`src/include/timebase_pkg.sv`:
```
// Package: register map, field layout and timing constants of the periodic timebase
package timebase_pkg;

    // ==========================================================
    // Register map (byte addresses on the AXI4-Lite slave)
    // ==========================================================
    localparam logic [3:0] CTRL_ADDR = 4'h0;  // Timebase control register
    localparam logic [3:0] IRQ_STATUS_ADDR = 4'h4;  // Sticky event status, write one to clear
    localparam logic [3:0] IRQ_MASK_ADDR = 4'h8;  // Mask for the interrupt output

    // ==========================================================
    // Control register field positions
    // ==========================================================
    localparam int FLAG_BIT = 7;  // Pending flag, read only
    localparam int RATE_LSB = 4;  // Tap rate select, three bits
    localparam int ACK_BIT = 3;  // Acknowledge, write only
    localparam int IRQ_EN_BIT = 2;  // Interrupt enable
    localparam int RUN_EN_BIT = 1;  // Run enable

    // ==========================================================
    // Reset values
    // ==========================================================
    localparam logic [2:0] RATE_RESET = 3'h0;  // Slowest tap after reset
    localparam logic [1:0] MASK_RESET = 2'h0;  // All events masked after reset

    // ==========================================================
    // Status bits of the interrupt status register
    // ==========================================================
    localparam int EV_ROLL_BIT = 0;  // Rollover event
    localparam int EV_WAKE_BIT = 1;  // Rollover seen while in stop

    // ==========================================================
    // Counter and prescaler sizes
    // ==========================================================
    localparam int CHAIN_BITS = 15;  // Divider chain stages
    localparam int PRE_DIV = 128;  // Extra prescale figure
    localparam logic [6:0] PRE_LAST = 7'h7F;  // Terminal count of the prescaler

    // AXI responses
    localparam logic [1:0] RESP_OKAY = 2'h0;  // Access done
    localparam logic [1:0] RESP_SLVERR = 2'h2;  // Unmapped or blocked access

    // Power state of the core, set by the system around the block
    typedef struct packed {
        logic wait_mode;  // Core in wait
        logic stop_mode;  // Core in stop
        logic oscillator_run_in_stop;  // Oscillator kept running in stop
        logic prescale_128_select;  // Extra divide by 128
    } power_cfg_type;

    // Write channel state
    typedef enum logic [1:0] {
        WR_IDLE = 2'b00,
        WR_RESP = 2'b01
    } wr_state_type;

endpackage : timebase_pkg

```
`src/design/periodic_timebase.sv`:
```
// Periodic timebase: divider chain, pending flag, AXI4-Lite control and interrupt
`timescale 1ns/1ps

module periodic_timebase (
    input wire logic aclk,
    input wire logic aresetn,
    input wire logic ref_clk_tick,
    input wire timebase_pkg::power_cfg_type power_cfg,
    input wire logic [3:0] s_axi_awaddr,
    input wire logic s_axi_awvalid,
    output logic s_axi_awready,
    input wire logic [31:0] s_axi_wdata,
    input wire logic [3:0] s_axi_wstrb,
    input wire logic s_axi_wvalid,
    output logic s_axi_wready,
    output logic [1:0] s_axi_bresp,
    output logic s_axi_bvalid,
    input wire logic s_axi_bready,
    input wire logic [3:0] s_axi_araddr,
    input wire logic s_axi_arvalid,
    output logic s_axi_arready,
    output logic [31:0] s_axi_rdata,
    output logic [1:0] s_axi_rresp,
    output logic s_axi_rvalid,
    input wire logic s_axi_rready,
    output logic timebase_irq,
    output logic irq
);
    import timebase_pkg::*;

    // ==========================================================
    // Declarations
    // ==========================================================
    logic [1:0] tick_sync_r;  // Reference tick synchroniser
    logic tick_prev_r;  // Previous synchronised tick level
    logic ref_edge;  // One-cycle enable per reference edge
    power_cfg_type cfg_s1_r;  // Power config first stage
    power_cfg_type cfg_r;  // Power config second stage
    logic [6:0] pre_cnt_r;  // Divide-by-128 prescaler
    logic count_en;  // Chain advance enable
    logic [CHAIN_BITS-1:0] chain_r;  // Divider chain
    logic rollover;  // Tap rising edge
    logic run_en_r;  // Run enable
    logic irq_en_r;  // Interrupt enable
    logic [2:0] rate_r;  // Tap rate select
    logic flag_r;  // Pending flag
    logic [1:0] ev_status_r;  // Sticky event status
    logic [1:0] ev_mask_r;  // Event mask
    logic reg_blocked;  // CPU access refused in low power
    logic running;  // Chain allowed to run in this power state
    wr_state_type wr_state_r;  // Write channel state
    logic aw_got_r;  // Write address held
    logic w_got_r;  // Write data held
    logic [3:0] aw_addr_r;  // Captured write address
    logic [31:0] w_data_r;  // Captured write data
    logic w_strb0_r;  // Low byte lane enable
    logic wr_fire;  // Write performed this cycle
    logic ctrl_wr;  // Control low byte written
    logic stat_wr;  // Status low byte written
    logic ack_wr;  // Acknowledge written as one

    // ==========================================================
    // Reference clock: two-flop sync then edge enable
    // ==========================================================
    // Tick comes from the clock generator, another domain; only the
    // second stage feeds the edge detector.
    always_ff @(posedge aclk) begin
        if (!aresetn) begin
            tick_sync_r <= 2'b00;
            tick_prev_r <= 1'b0;
        end else begin
            tick_sync_r <= {tick_sync_r[0], ref_clk_tick};
            tick_prev_r <= tick_sync_r[1];
        end
    end

    assign ref_edge = tick_sync_r[1] & ~tick_prev_r;

    // Configuration pins come from outside the clock domain
    always_ff @(posedge aclk) begin
        if (!aresetn) begin
            cfg_s1_r <= '0;
            cfg_r <= '0;
        end else begin
            cfg_s1_r <= power_cfg;
            cfg_r <= cfg_s1_r;
        end
    end

    // ==========================================================
    // Power state
    // ==========================================================
    // Stop without oscillator halts everything; wait keeps counting
    assign running = ~cfg_r.stop_mode | cfg_r.oscillator_run_in_stop;
    assign reg_blocked = cfg_r.wait_mode | cfg_r.stop_mode;

    // ==========================================================
    // Prescaler: optional divide by 128 of the reference
    // ==========================================================
    always_ff @(posedge aclk) begin
        if (!aresetn) begin
            pre_cnt_r <= '0;
        end else if (!run_en_r) begin
            pre_cnt_r <= '0;
        end else if (ref_edge && running) begin
            pre_cnt_r <= pre_cnt_r + 7'd1;
        end
    end

    // Chain advances per reference edge, or per 128 of them
    assign count_en = ref_edge & running & run_en_r &
        (~cfg_r.prescale_128_select | (pre_cnt_r == PRE_LAST));

    // ==========================================================
    // Divider chain
    // ==========================================================
    always_ff @(posedge aclk) begin
        if (!aresetn) begin
            chain_r <= '0;
        end else if (!run_en_r) begin
            chain_r <= '0;
        end else if (count_en) begin
            chain_r <= chain_r + 15'd1;
        end
    end

    // Tap decode; rising edge of the tap gives half-period first event
    tap_select u_tap (
        .aclk(aclk),
        .aresetn(aresetn),
        .chain(chain_r),
        .rate(rate_r),
        .rollover(rollover)
    );

    // ==========================================================
    // Write channel: address and data in either order
    // ==========================================================
    assign wr_fire = (wr_state_r == WR_IDLE) && aw_got_r && w_got_r;
    assign ctrl_wr = wr_fire && !reg_blocked && aw_addr_r == CTRL_ADDR && w_strb0_r;
    assign stat_wr = wr_fire && !reg_blocked && aw_addr_r == IRQ_STATUS_ADDR && w_strb0_r;
    assign ack_wr = ctrl_wr & w_data_r[ACK_BIT];

    always_ff @(posedge aclk) begin
        if (!aresetn) begin
            wr_state_r <= WR_IDLE;
            aw_got_r <= 1'b0;
            w_got_r <= 1'b0;
            aw_addr_r <= '0;
            w_data_r <= '0;
            w_strb0_r <= 1'b0;
            s_axi_awready <= 1'b0;
            s_axi_wready <= 1'b0;
            s_axi_bvalid <= 1'b0;
            s_axi_bresp <= RESP_OKAY;
        end else begin
            case (wr_state_r)
                WR_IDLE: begin
                    s_axi_awready <= !aw_got_r && !(s_axi_awvalid && s_axi_awready);
                    s_axi_wready <= !w_got_r && !(s_axi_wvalid && s_axi_wready);
                    // Capture address
                    if (s_axi_awvalid && s_axi_awready) begin
                        aw_got_r <= 1'b1;
                        aw_addr_r <= s_axi_awaddr;
                    end
                    // Capture data
                    if (s_axi_wvalid && s_axi_wready) begin
                        w_got_r <= 1'b1;
                        w_data_r <= s_axi_wdata;
                        w_strb0_r <= s_axi_wstrb[0];
                    end
                    // Both present: perform and answer
                    if (wr_fire) begin
                        aw_got_r <= 1'b0;
                        w_got_r <= 1'b0;
                        s_axi_awready <= 1'b0;
                        s_axi_wready <= 1'b0;
                        s_axi_bvalid <= 1'b1;
                        if (reg_blocked || !(aw_addr_r == CTRL_ADDR ||
                                aw_addr_r == IRQ_STATUS_ADDR || aw_addr_r == IRQ_MASK_ADDR)) begin
                            s_axi_bresp <= RESP_SLVERR;
                        end else begin
                            s_axi_bresp <= RESP_OKAY;
                        end
                        wr_state_r <= WR_RESP;
                    end
                end
                WR_RESP: begin
                    // Hold response until taken
                    if (s_axi_bready) begin
                        s_axi_bvalid <= 1'b0;
                        wr_state_r <= WR_IDLE;
                    end
                end
                default: begin
                    wr_state_r <= WR_IDLE;
                end
            endcase
        end
    end

    // ==========================================================
    // Control fields
    // ==========================================================
    // Rate is written regardless of run state; keeping it still while
    // running is left to software, a change mid-run may glitch one event.
    always_ff @(posedge aclk) begin
        if (!aresetn) begin
            run_en_r <= 1'b0;
            irq_en_r <= 1'b0;
            rate_r <= RATE_RESET;
        end else if (ctrl_wr) begin
            run_en_r <= w_data_r[RUN_EN_BIT];
            irq_en_r <= w_data_r[IRQ_EN_BIT];
            rate_r <= w_data_r[RATE_LSB +: 3];
        end
    end

    // Mask register
    always_ff @(posedge aclk) begin
        if (!aresetn) begin
            ev_mask_r <= MASK_RESET;
        end else if (wr_fire && !reg_blocked && aw_addr_r == IRQ_MASK_ADDR && w_strb0_r) begin
            ev_mask_r <= w_data_r[1:0];
        end
    end

    // ==========================================================
    // Pending flag: set wins over acknowledge
    // ==========================================================
    always_ff @(posedge aclk) begin
        if (!aresetn) begin
            flag_r <= 1'b0;
        end else if (rollover) begin
            flag_r <= 1'b1;
        end else if (ack_wr) begin
            flag_r <= 1'b0;
        end
    end

    // Sticky status: rollover and wake-from-stop; write one clears
    always_ff @(posedge aclk) begin
        if (!aresetn) begin
            ev_status_r <= '0;
        end else begin
            for (int i = 0; i < 2; i++) begin
                if (stat_wr && w_data_r[i]) begin
                    ev_status_r[i] <= 1'b0;
                end
            end
            if (rollover) begin
                ev_status_r[EV_ROLL_BIT] <= 1'b1;
            end
            if (rollover && cfg_r.stop_mode) begin
                ev_status_r[EV_WAKE_BIT] <= 1'b1;
            end
        end
    end

    // ==========================================================
    // Interrupt outputs, registered
    // ==========================================================
    // Next-state form so timebase_irq follows the flag without lag; irq follows the masked status, one cycle late on a clear
    always_ff @(posedge aclk) begin
        if (!aresetn) begin
            timebase_irq <= 1'b0;
            irq <= 1'b0;
        end else begin
            timebase_irq <= irq_en_r && (rollover || (flag_r && !ack_wr));
            irq <= |(ev_mask_r & ev_status_r) || (|(ev_mask_r & {rollover && cfg_r.stop_mode,
                rollover}));
        end
    end

    // ==========================================================
    // Read channel: one cycle to answer
    // ==========================================================
    always_ff @(posedge aclk) begin
        if (!aresetn) begin
            s_axi_arready <= 1'b0;
            s_axi_rvalid <= 1'b0;
            s_axi_rdata <= '0;
            s_axi_rresp <= RESP_OKAY;
        end else if (s_axi_rvalid) begin
            // Hold answer until taken
            if (s_axi_rready) begin
                s_axi_rvalid <= 1'b0;
            end
        end else if (s_axi_arvalid && s_axi_arready) begin
            s_axi_arready <= 1'b0;
            s_axi_rvalid <= 1'b1;
            s_axi_rresp <= RESP_OKAY;
            s_axi_rdata <= '0;
            if (reg_blocked) begin
                s_axi_rresp <= RESP_SLVERR;
            end else begin
                case (s_axi_araddr)
                    // Acknowledge bit reads zero
                    CTRL_ADDR: s_axi_rdata <= {24'h00_0000, flag_r, rate_r, 1'b0,
                        irq_en_r, run_en_r, 1'b0};
                    IRQ_STATUS_ADDR: s_axi_rdata <= {30'h0000_0000, ev_status_r};
                    IRQ_MASK_ADDR: s_axi_rdata <= {30'h0000_0000, ev_mask_r};
                    default: s_axi_rresp <= RESP_SLVERR;
                endcase
            end
        end else begin
            s_axi_arready <= 1'b1;
        end
    end
endmodule : periodic_timebase

```
`src/design/tap_select.sv`:
```
// Tap decoder: picks the counter bit whose rising edge marks one period
`timescale 1ns/1ps

module tap_select (
    input wire logic aclk,
    input wire logic aresetn,
    input wire logic [timebase_pkg::CHAIN_BITS-1:0] chain,
    input wire logic [2:0] rate,
    output logic rollover
);
    import timebase_pkg::*;

    // ==========================================================
    // Tap index for each rate code
    // ==========================================================
    // Divider 2^(idx+1): codes map to 32768,8192,2048,128,64,32,16,8
    function automatic logic [3:0] tap_index(input logic [2:0] code);
        case (code)
            3'd0: tap_index = 4'd14;  // 32768
            3'd1: tap_index = 4'd12;  // 8192
            3'd2: tap_index = 4'd10;  // 2048
            3'd3: tap_index = 4'd6;  // 128
            3'd4: tap_index = 4'd5;  // 64
            3'd5: tap_index = 4'd4;  // 32
            3'd6: tap_index = 4'd3;  // 16
            default: tap_index = 4'd2;  // 8
        endcase
    endfunction : tap_index

    logic tap_now;  // Selected tap this cycle
    logic tap_last_r;  // Selected tap one cycle ago

    assign tap_now = chain[tap_index(rate)];

    // ==========================================================
    // Rising edge of the tap is one rollover
    // ==========================================================
    // A tap bit goes 0 -> 1 once per full divider period, and first after
    // half of it from a cleared chain; a falling edge would also fire when
    // run enable clears the chain.
    always_ff @(posedge aclk) begin
        if (!aresetn) begin
            tap_last_r <= 1'b0;
        end else begin
            tap_last_r <= tap_now;
        end
    end

    assign rollover = ~tap_last_r & tap_now;

endmodule : tap_select

```
`config.mk`:
```
export PLATFORM = sky130hd
export DESIGN_NAME = periodic_timebase
export DESIGN_NICKNAME = d
export VERILOG_FILES = /design/src/include/timebase_pkg.sv /design/src/design/periodic_timebase.sv /design/src/design/tap_select.sv
export SDC_FILE = /design/constraint.sdc
export NUM_CORES = 1
export LEC_CHECK = 0
export BUFFER_PORTS_ARGS = -buffer_cell sky130_fd_sc_hd__buf_2
export CAP_MARGIN = 20
export CORE_MARGIN = 3
export CORE_UTILIZATION = 47
export DETAILED_ROUTE_END_ITERATION = 16
export GPL_TIMING_DRIVEN = 0
export PLACE_DENSITY_LB_ADDON = 0.05
export SKIP_LAST_GASP = 1
export SYNTH_ARGS = -nofsm -noshare
export SYNTH_HDL_FRONTEND = slang
export SYNTH_SLANG_ARGS = --single-unit
```
`constraint.sdc`:
```
create_clock -name aclk -period 1.7 [get_ports aclk]
set_input_delay 0.085 -clock aclk [delete_from_list [all_inputs] [get_ports aclk]]
set_output_delay 0.085 -clock aclk [all_outputs]
set_load 0.1 [all_outputs]
```
---- After elaboration in Yosys (flattened, before gate mapping) ----
Cells that the tools add are included.
word-level totals
  bits in registers ....................... 103
  latch bits .............................. 0
  memory bits (writable) .................. 0
  ROM bits ................................ 0
  input bits .............................. 56
  output and inout bits ................... 43
  word-level logic and storage cells ...... 153
  memories ................................ 0
operators by class
  $add $sub $neg .......................... 2
  multipliers ............................. 0
  divide/modulo/power cells ............... 0
  order comparisons ....................... 1
  eq/ne operators ......................... 14
  shift operators ......................... 0
  muxes and demuxes ....................... 30
  bitwise logic cells ..................... 16
  reductions and logical operators ........ 54
operators with widths
  cell                   count
  $pmux 4 s7             1
  $pmux 8 s3             1
  $logic_and 1x1->1      20
  $mux 1                 19
  $reduce_and 2->1       8
  $add 15x1->15 const B  1
  $reduce_bool 2->1      6
  $mux 2                 5
  $eq 3x3->1 const B     3
  $eq 4x3->1 const B     2
  $eq 4x4->1 const B     2
  $logic_not 4->1        2
  $mux 8                 1
  $add 7x1->7 const B    1
  $eq 7x7->1 const B     1
  $logic_not 1->1        7
  $and 1x1->1            6
  $eq 3x2->1 const B     2
  $logic_or 1x1->1       5
  $lt 4x5->1 const B     1
  $not 1->1              5
  $and 2x2->2            2
  $bmux 1 s4             1
  $ne 2x2->1 const B     2
  10 further kinds       13

---- Depth between registers and ports, before layout ----
  depth in word-level cells ............... 11
  gate-level depth with buffers ........... 6

---- By module ----
A second synthesis with hierarchy kept.
second synthesis, totals
  cells, all modules ...................... 366
  area, all modules ....................... 3274.4 um2
modules (own cells, without submodules)
  module             instances  cells each  area an instance (um2)  seq. area each (um2)
  periodic_timebase  1          352         3169.3                  1461.4
  tap_select         1          14          105.1                   20.0

---- Worst setup path before layout ----
Ideal clock, no wire load.
  path type ............................... register to register
  start point ............................. register s_axi_arready
  end point ............................... register s_axi_rdata[0]
  arrival time ............................ 1.925 ns
  slack ................................... -0.301 ns
  stages on the path, launching flop included .. 4
  cell sequence ........................... dfxtp_1 > nand3b_1 > or3b_2 > a21boi_0
on the way
  word-level cells in the longest chain between the ends .. 2
ends and longest elaborated chain
  item                               line                      source
  start: declaration                 periodic_timebase.sv:21   output logic s_axi_arready,
  start signal: assignment           periodic_timebase.sv:280  s_axi_arready <= 1'b0;
  start signal: assignment           periodic_timebase.sv:290  s_axi_arready <= 1'b0;
  start signal: assignment           periodic_timebase.sv:307  s_axi_arready <= 1'b1;
  $logic_and 1x1->1                  periodic_timebase.sv:289  end else if (s_axi_arvalid && s_axi_arready) begin
  $reduce_and 2->1 (no source line)  --
  end signal: assignment             periodic_timebase.sv:299  CTRL_ADDR: s_axi_rdata <= {24'h00_0000, flag_r, rate_r, 1'b0,
  end signal: assignment             periodic_timebase.sv:301  IRQ_STATUS_ADDR: s_axi_rdata <= {30'h0000_0000, ev_status_r};
  end signal: assignment             periodic_timebase.sv:302  IRQ_MASK_ADDR: s_axi_rdata <= {30'h0000_0000, ev_mask_r};
  end: declaration                   periodic_timebase.sv:22   output logic [31:0] s_axi_rdata,
No other way between the ends.
A chain may end at the register's enable or synchronous reset.

---- Final worst setup path ----
  start point ............................. register chain_r[3]
  end point ............................... register chain_r[8]
on the way
  word-level cells in the longest chain between the ends .. 1
ends and longest elaborated chain
  item                      line                      source
  start: declaration        periodic_timebase.sv:41   logic [CHAIN_BITS-1:0] chain_r;
  start signal: assignment  periodic_timebase.sv:123  chain_r <= chain_r + 15'd1;
  $add 15x1->15             periodic_timebase.sv:123
No other way between the ends.

==> run_results.csv <==
group,metric,value,unit
floorplan,start_util,49.3,%
synthesis,synth_top_area_share,43.5,%
outcome,violations,"setup timing",
floorplan,die_height,91.2,um
finish,final_cell_mix,"dfxtp_1 (63), buf_2 (45), nand2_1 (42)",
synthesis,syn_inst,372,
clocking,htree_levels,3,
clocking,clk-insertion-delay-late,0.34,ns
clocking,tritoncts,"yes",
synthesis,synthArstFlopShare,0,%
synthesis,synth_cell_type_count,48,
finish,drive_above_1_share,30.3,%
global_route,grt_pass1_vias,2595,
critical_path,crit_fanout,8,
floorplan,core,6910,um2
global_route,grt_start_max_net_pins,13,
clocking,clockBufferDepth,2,
detailed_routing,routed_via_density,4.89,
timing,setup_ws,-0.0506,ns
critical_path,arrival,2.03,ns
finish,syn_to_final_growth,31.6,%
detailed_routing,wirelength,7400,um
critical_path,setup.worst_path.end_class,"flip-flop",
finish,insertedDiodeCount,0,
synthesis,postSynthAreaPerCell,9.16,um2
power_and_ir_drop,ir_drop,620,uV
timing,max_slew_margin,62.5,%
timing,hold_viol_final,0,
clocking,numCtsBuffers,9,
finish,multi_input_area,1910,um2
global_route,grt_use_total,17.7,%
placement,place_hpwl,4950,um
global_route,grt_overflow,0,
critical_path,worstSetupPathType,"reg2reg",
clocking,cts-root-buf,"clkbuf_8",
global_route,grt_antenna_before_repair,0,
synthesis,synth-edff-count,0,
synthesis,synth_area_leader_cell,"dfxtp_1",
critical_path,required,1.98,ns
detailed_routing,wl_per_cell,12.9,um
synthesis,synth_area_leaders,"dfxtp_1 (43%), buf_4 (6.4%), mux2i_1 (6.2%), nand2_1 (4.6%), and2_1 (3.5%)",
clocking,path_clk_slew,0.08,ns
timing,finClkSkew,0.00942,ns
detailed_routing,ant_nets,0,
hold_path,hp-class,"in2reg",
power_and_ir_drop,p_leak,1.78,nW
timing,period_share,103,%
placement,io_buffers,43,
clocking,clock_sinks,74,
synthesis,synth_area,3410,um2
finish,seqCellArea,1500,um2
job,cap_violations,0,
finish,final_area,4490,um2
floorplan,die_w,91.2,um
placement,place.gp.congestion,0.773,
detailed_routing,drtPass1Iterations,4,
critical_path,startpoint_type,"flip-flop",
critical_path,rrSetupSlack,-0.05,ns
timing,setup_viol,8,
timing,min_period,1.75,ns
floorplan,die-area,8310,um2
synthesis,seq_area_frac_synth,43.5,%
finish,fin_cells,574,
detailed_routing,via_count,2807,
timing,rsz0062_at_grt,"yes",
detailed_routing,drt_drc_violations_left,0,
floorplan,row_count,30,
timing,fmax,571,MHz
synthesis,ys.flop_type,"dfxtp_1",
timing,slew_viol_final,0,
floorplan,io_pins,99,
finish,num-fill-cells,601,
detailed_routing,first_iter_violations,148,
power_and_ir_drop,p_per_area,877,nW/um2
placement,dp.cells,537,
synthesis,yosysWarnings,0,
global_route,grt_pass1_wl,12100,um
synthesis,synth_seq_cells,74,
finish,mostFrequentLayoutCell,"dfxtp_1",
timing,tightest_slew,0.561,ns
finish,nNetsFinal,532,
placement,dpl-instance-area,3850,um2
outcome,status,"finished with violations",
synth_stat cells, drive strengths merged, types with 2 or more instances:
| cell type | n |
|---|---|
| nand3 | 9 |
| or3 | 2 |
| nor2 | 10 |
| a22o | 6 |
| a21boi | 13 |
| or4 | 8 |
| nor4b | 2 |
| o21a | 2 |
| a211oi | 2 |
| and2 | 19 |
| o211ai | 3 |
| ha | 2 |
| buf | 33 |
| nor4 | 6 |
| nor3b | 2 |
| mux2i | 21 |
| nand2 | 42 |
| xor2 | 5 |
| nand2b | 9 |
| or3b | 3 |
| nor2b | 18 |
| and4 | 3 |
| nand3b | 8 |
| a21oi | 17 |
| inv | 3 |
| nand4 | 5 |
| a31oi | 4 |
| nand4b | 2 |
| dfxtp | 74 |
| o21ai | 10 |
| o31ai | 5 |
| clkbuf | 12 |
layer usage:
layer	up-vias	routed length, um	global-route usage (%)
met3	7	378	3.81
met5	-	0	0
met2	67	3400	28.2
li1	1456	-	-
met4	0	79	6.53
met1	1277	3540	23.5
sequential cells by signal, summed over array words and instances, names as in the netlist, 2 cells and up:
signal / cells
chain_r: 15
pre_cnt_r: 7
s_axi_rdata: 7
w_data_r: 7
aw_addr_r: 4
cfg_r: 4
cfg_s1_r: 4
rate_r: 3
ev_mask_r: 2
ev_status_r: 2
tick_sync_r: 2
cell type report:
class / count / share of cell area, %
clock inverters: 5 / 1.76
clock buffers: 10 / 3.07
flip-flops and latches: 74 / 33.4
plain buffers: 43 / 6.50
repair buffers: 67 / 9.79
multi-input cells: 276 / 42.6
well taps: 96 / 2.68
inverters: 3 / 0.251
metrics by stage:
step	setup TNS, ns	total power [mW]	util (%)	setup slack (ns)	hold slack (ns)
floorplan	0	2.35	-	0.00255	0.212
global route	-1.60	4.08	64.9	-0.151	0.0171
detailed placement	-2.46	2.43	55.7	-0.232	0.293
CTS	-0.0998	3.95	62.9	-0.0549	0.0000248
global placement	-2.24	2.42	55.7	-0.222	0.290
finish	-0.165	3.93	64.9	-0.0506	0.00431
cell families (layout without fill, tap and decap cells):
kind of cell / count (synthesis) / after routing / synth area share, %
flip-flops: 74 / 74 / 43.5
other: 1 / 27 / 0.110
AND/OR/NAND/NOR: 155 / 155 / 26.5
XOR/XNOR: 5 / 5 / 1.28
AO/OA/AOI/OAI: 66 / 66 / 12.8
buffers and inverters: 48 / 128 / 8.99
multiplexers: 21 / 21 / 6.17
adder cells (fa/ha/maj): 2 / 2 / 0.734
where the power goes:
group	switching (mW)	internal (mW)
sequential	0.0304	1.77
combinational	0.462	0.172
clock	0.638	0.856
total	1.13	2.80
critical path, stage by stage (launching register included):
cell and delay (ns):
dfxtp_1 0.43, and4_1 0.31, nand3_2 0.31, or4_4 0.52, a21oi_2 0.11
repair_timing:
action,in CTS,in global routing
pin swaps,8,12
setup endpoints to repair,20,31
endpoints found under the hold margin,15,0
buffers inserted,6,2
hold buffers,15,0
cloned,1,0
resized for setup,23,30
path summary, 6_finish.rpt:
check                                    start           to  depth (start not counted)
worst min register to register     cfg_s1_r[3]     cfg_r[3]                          1
worst max register to register      chain_r[3]   chain_r[8]                          4
worst min-delay path            s_axi_wdata[1]  w_data_r[1]                          3
worst max-delay path                chain_r[3]   chain_r[8]                          4
No activity file was read; power rests on OpenSTA's default activity.
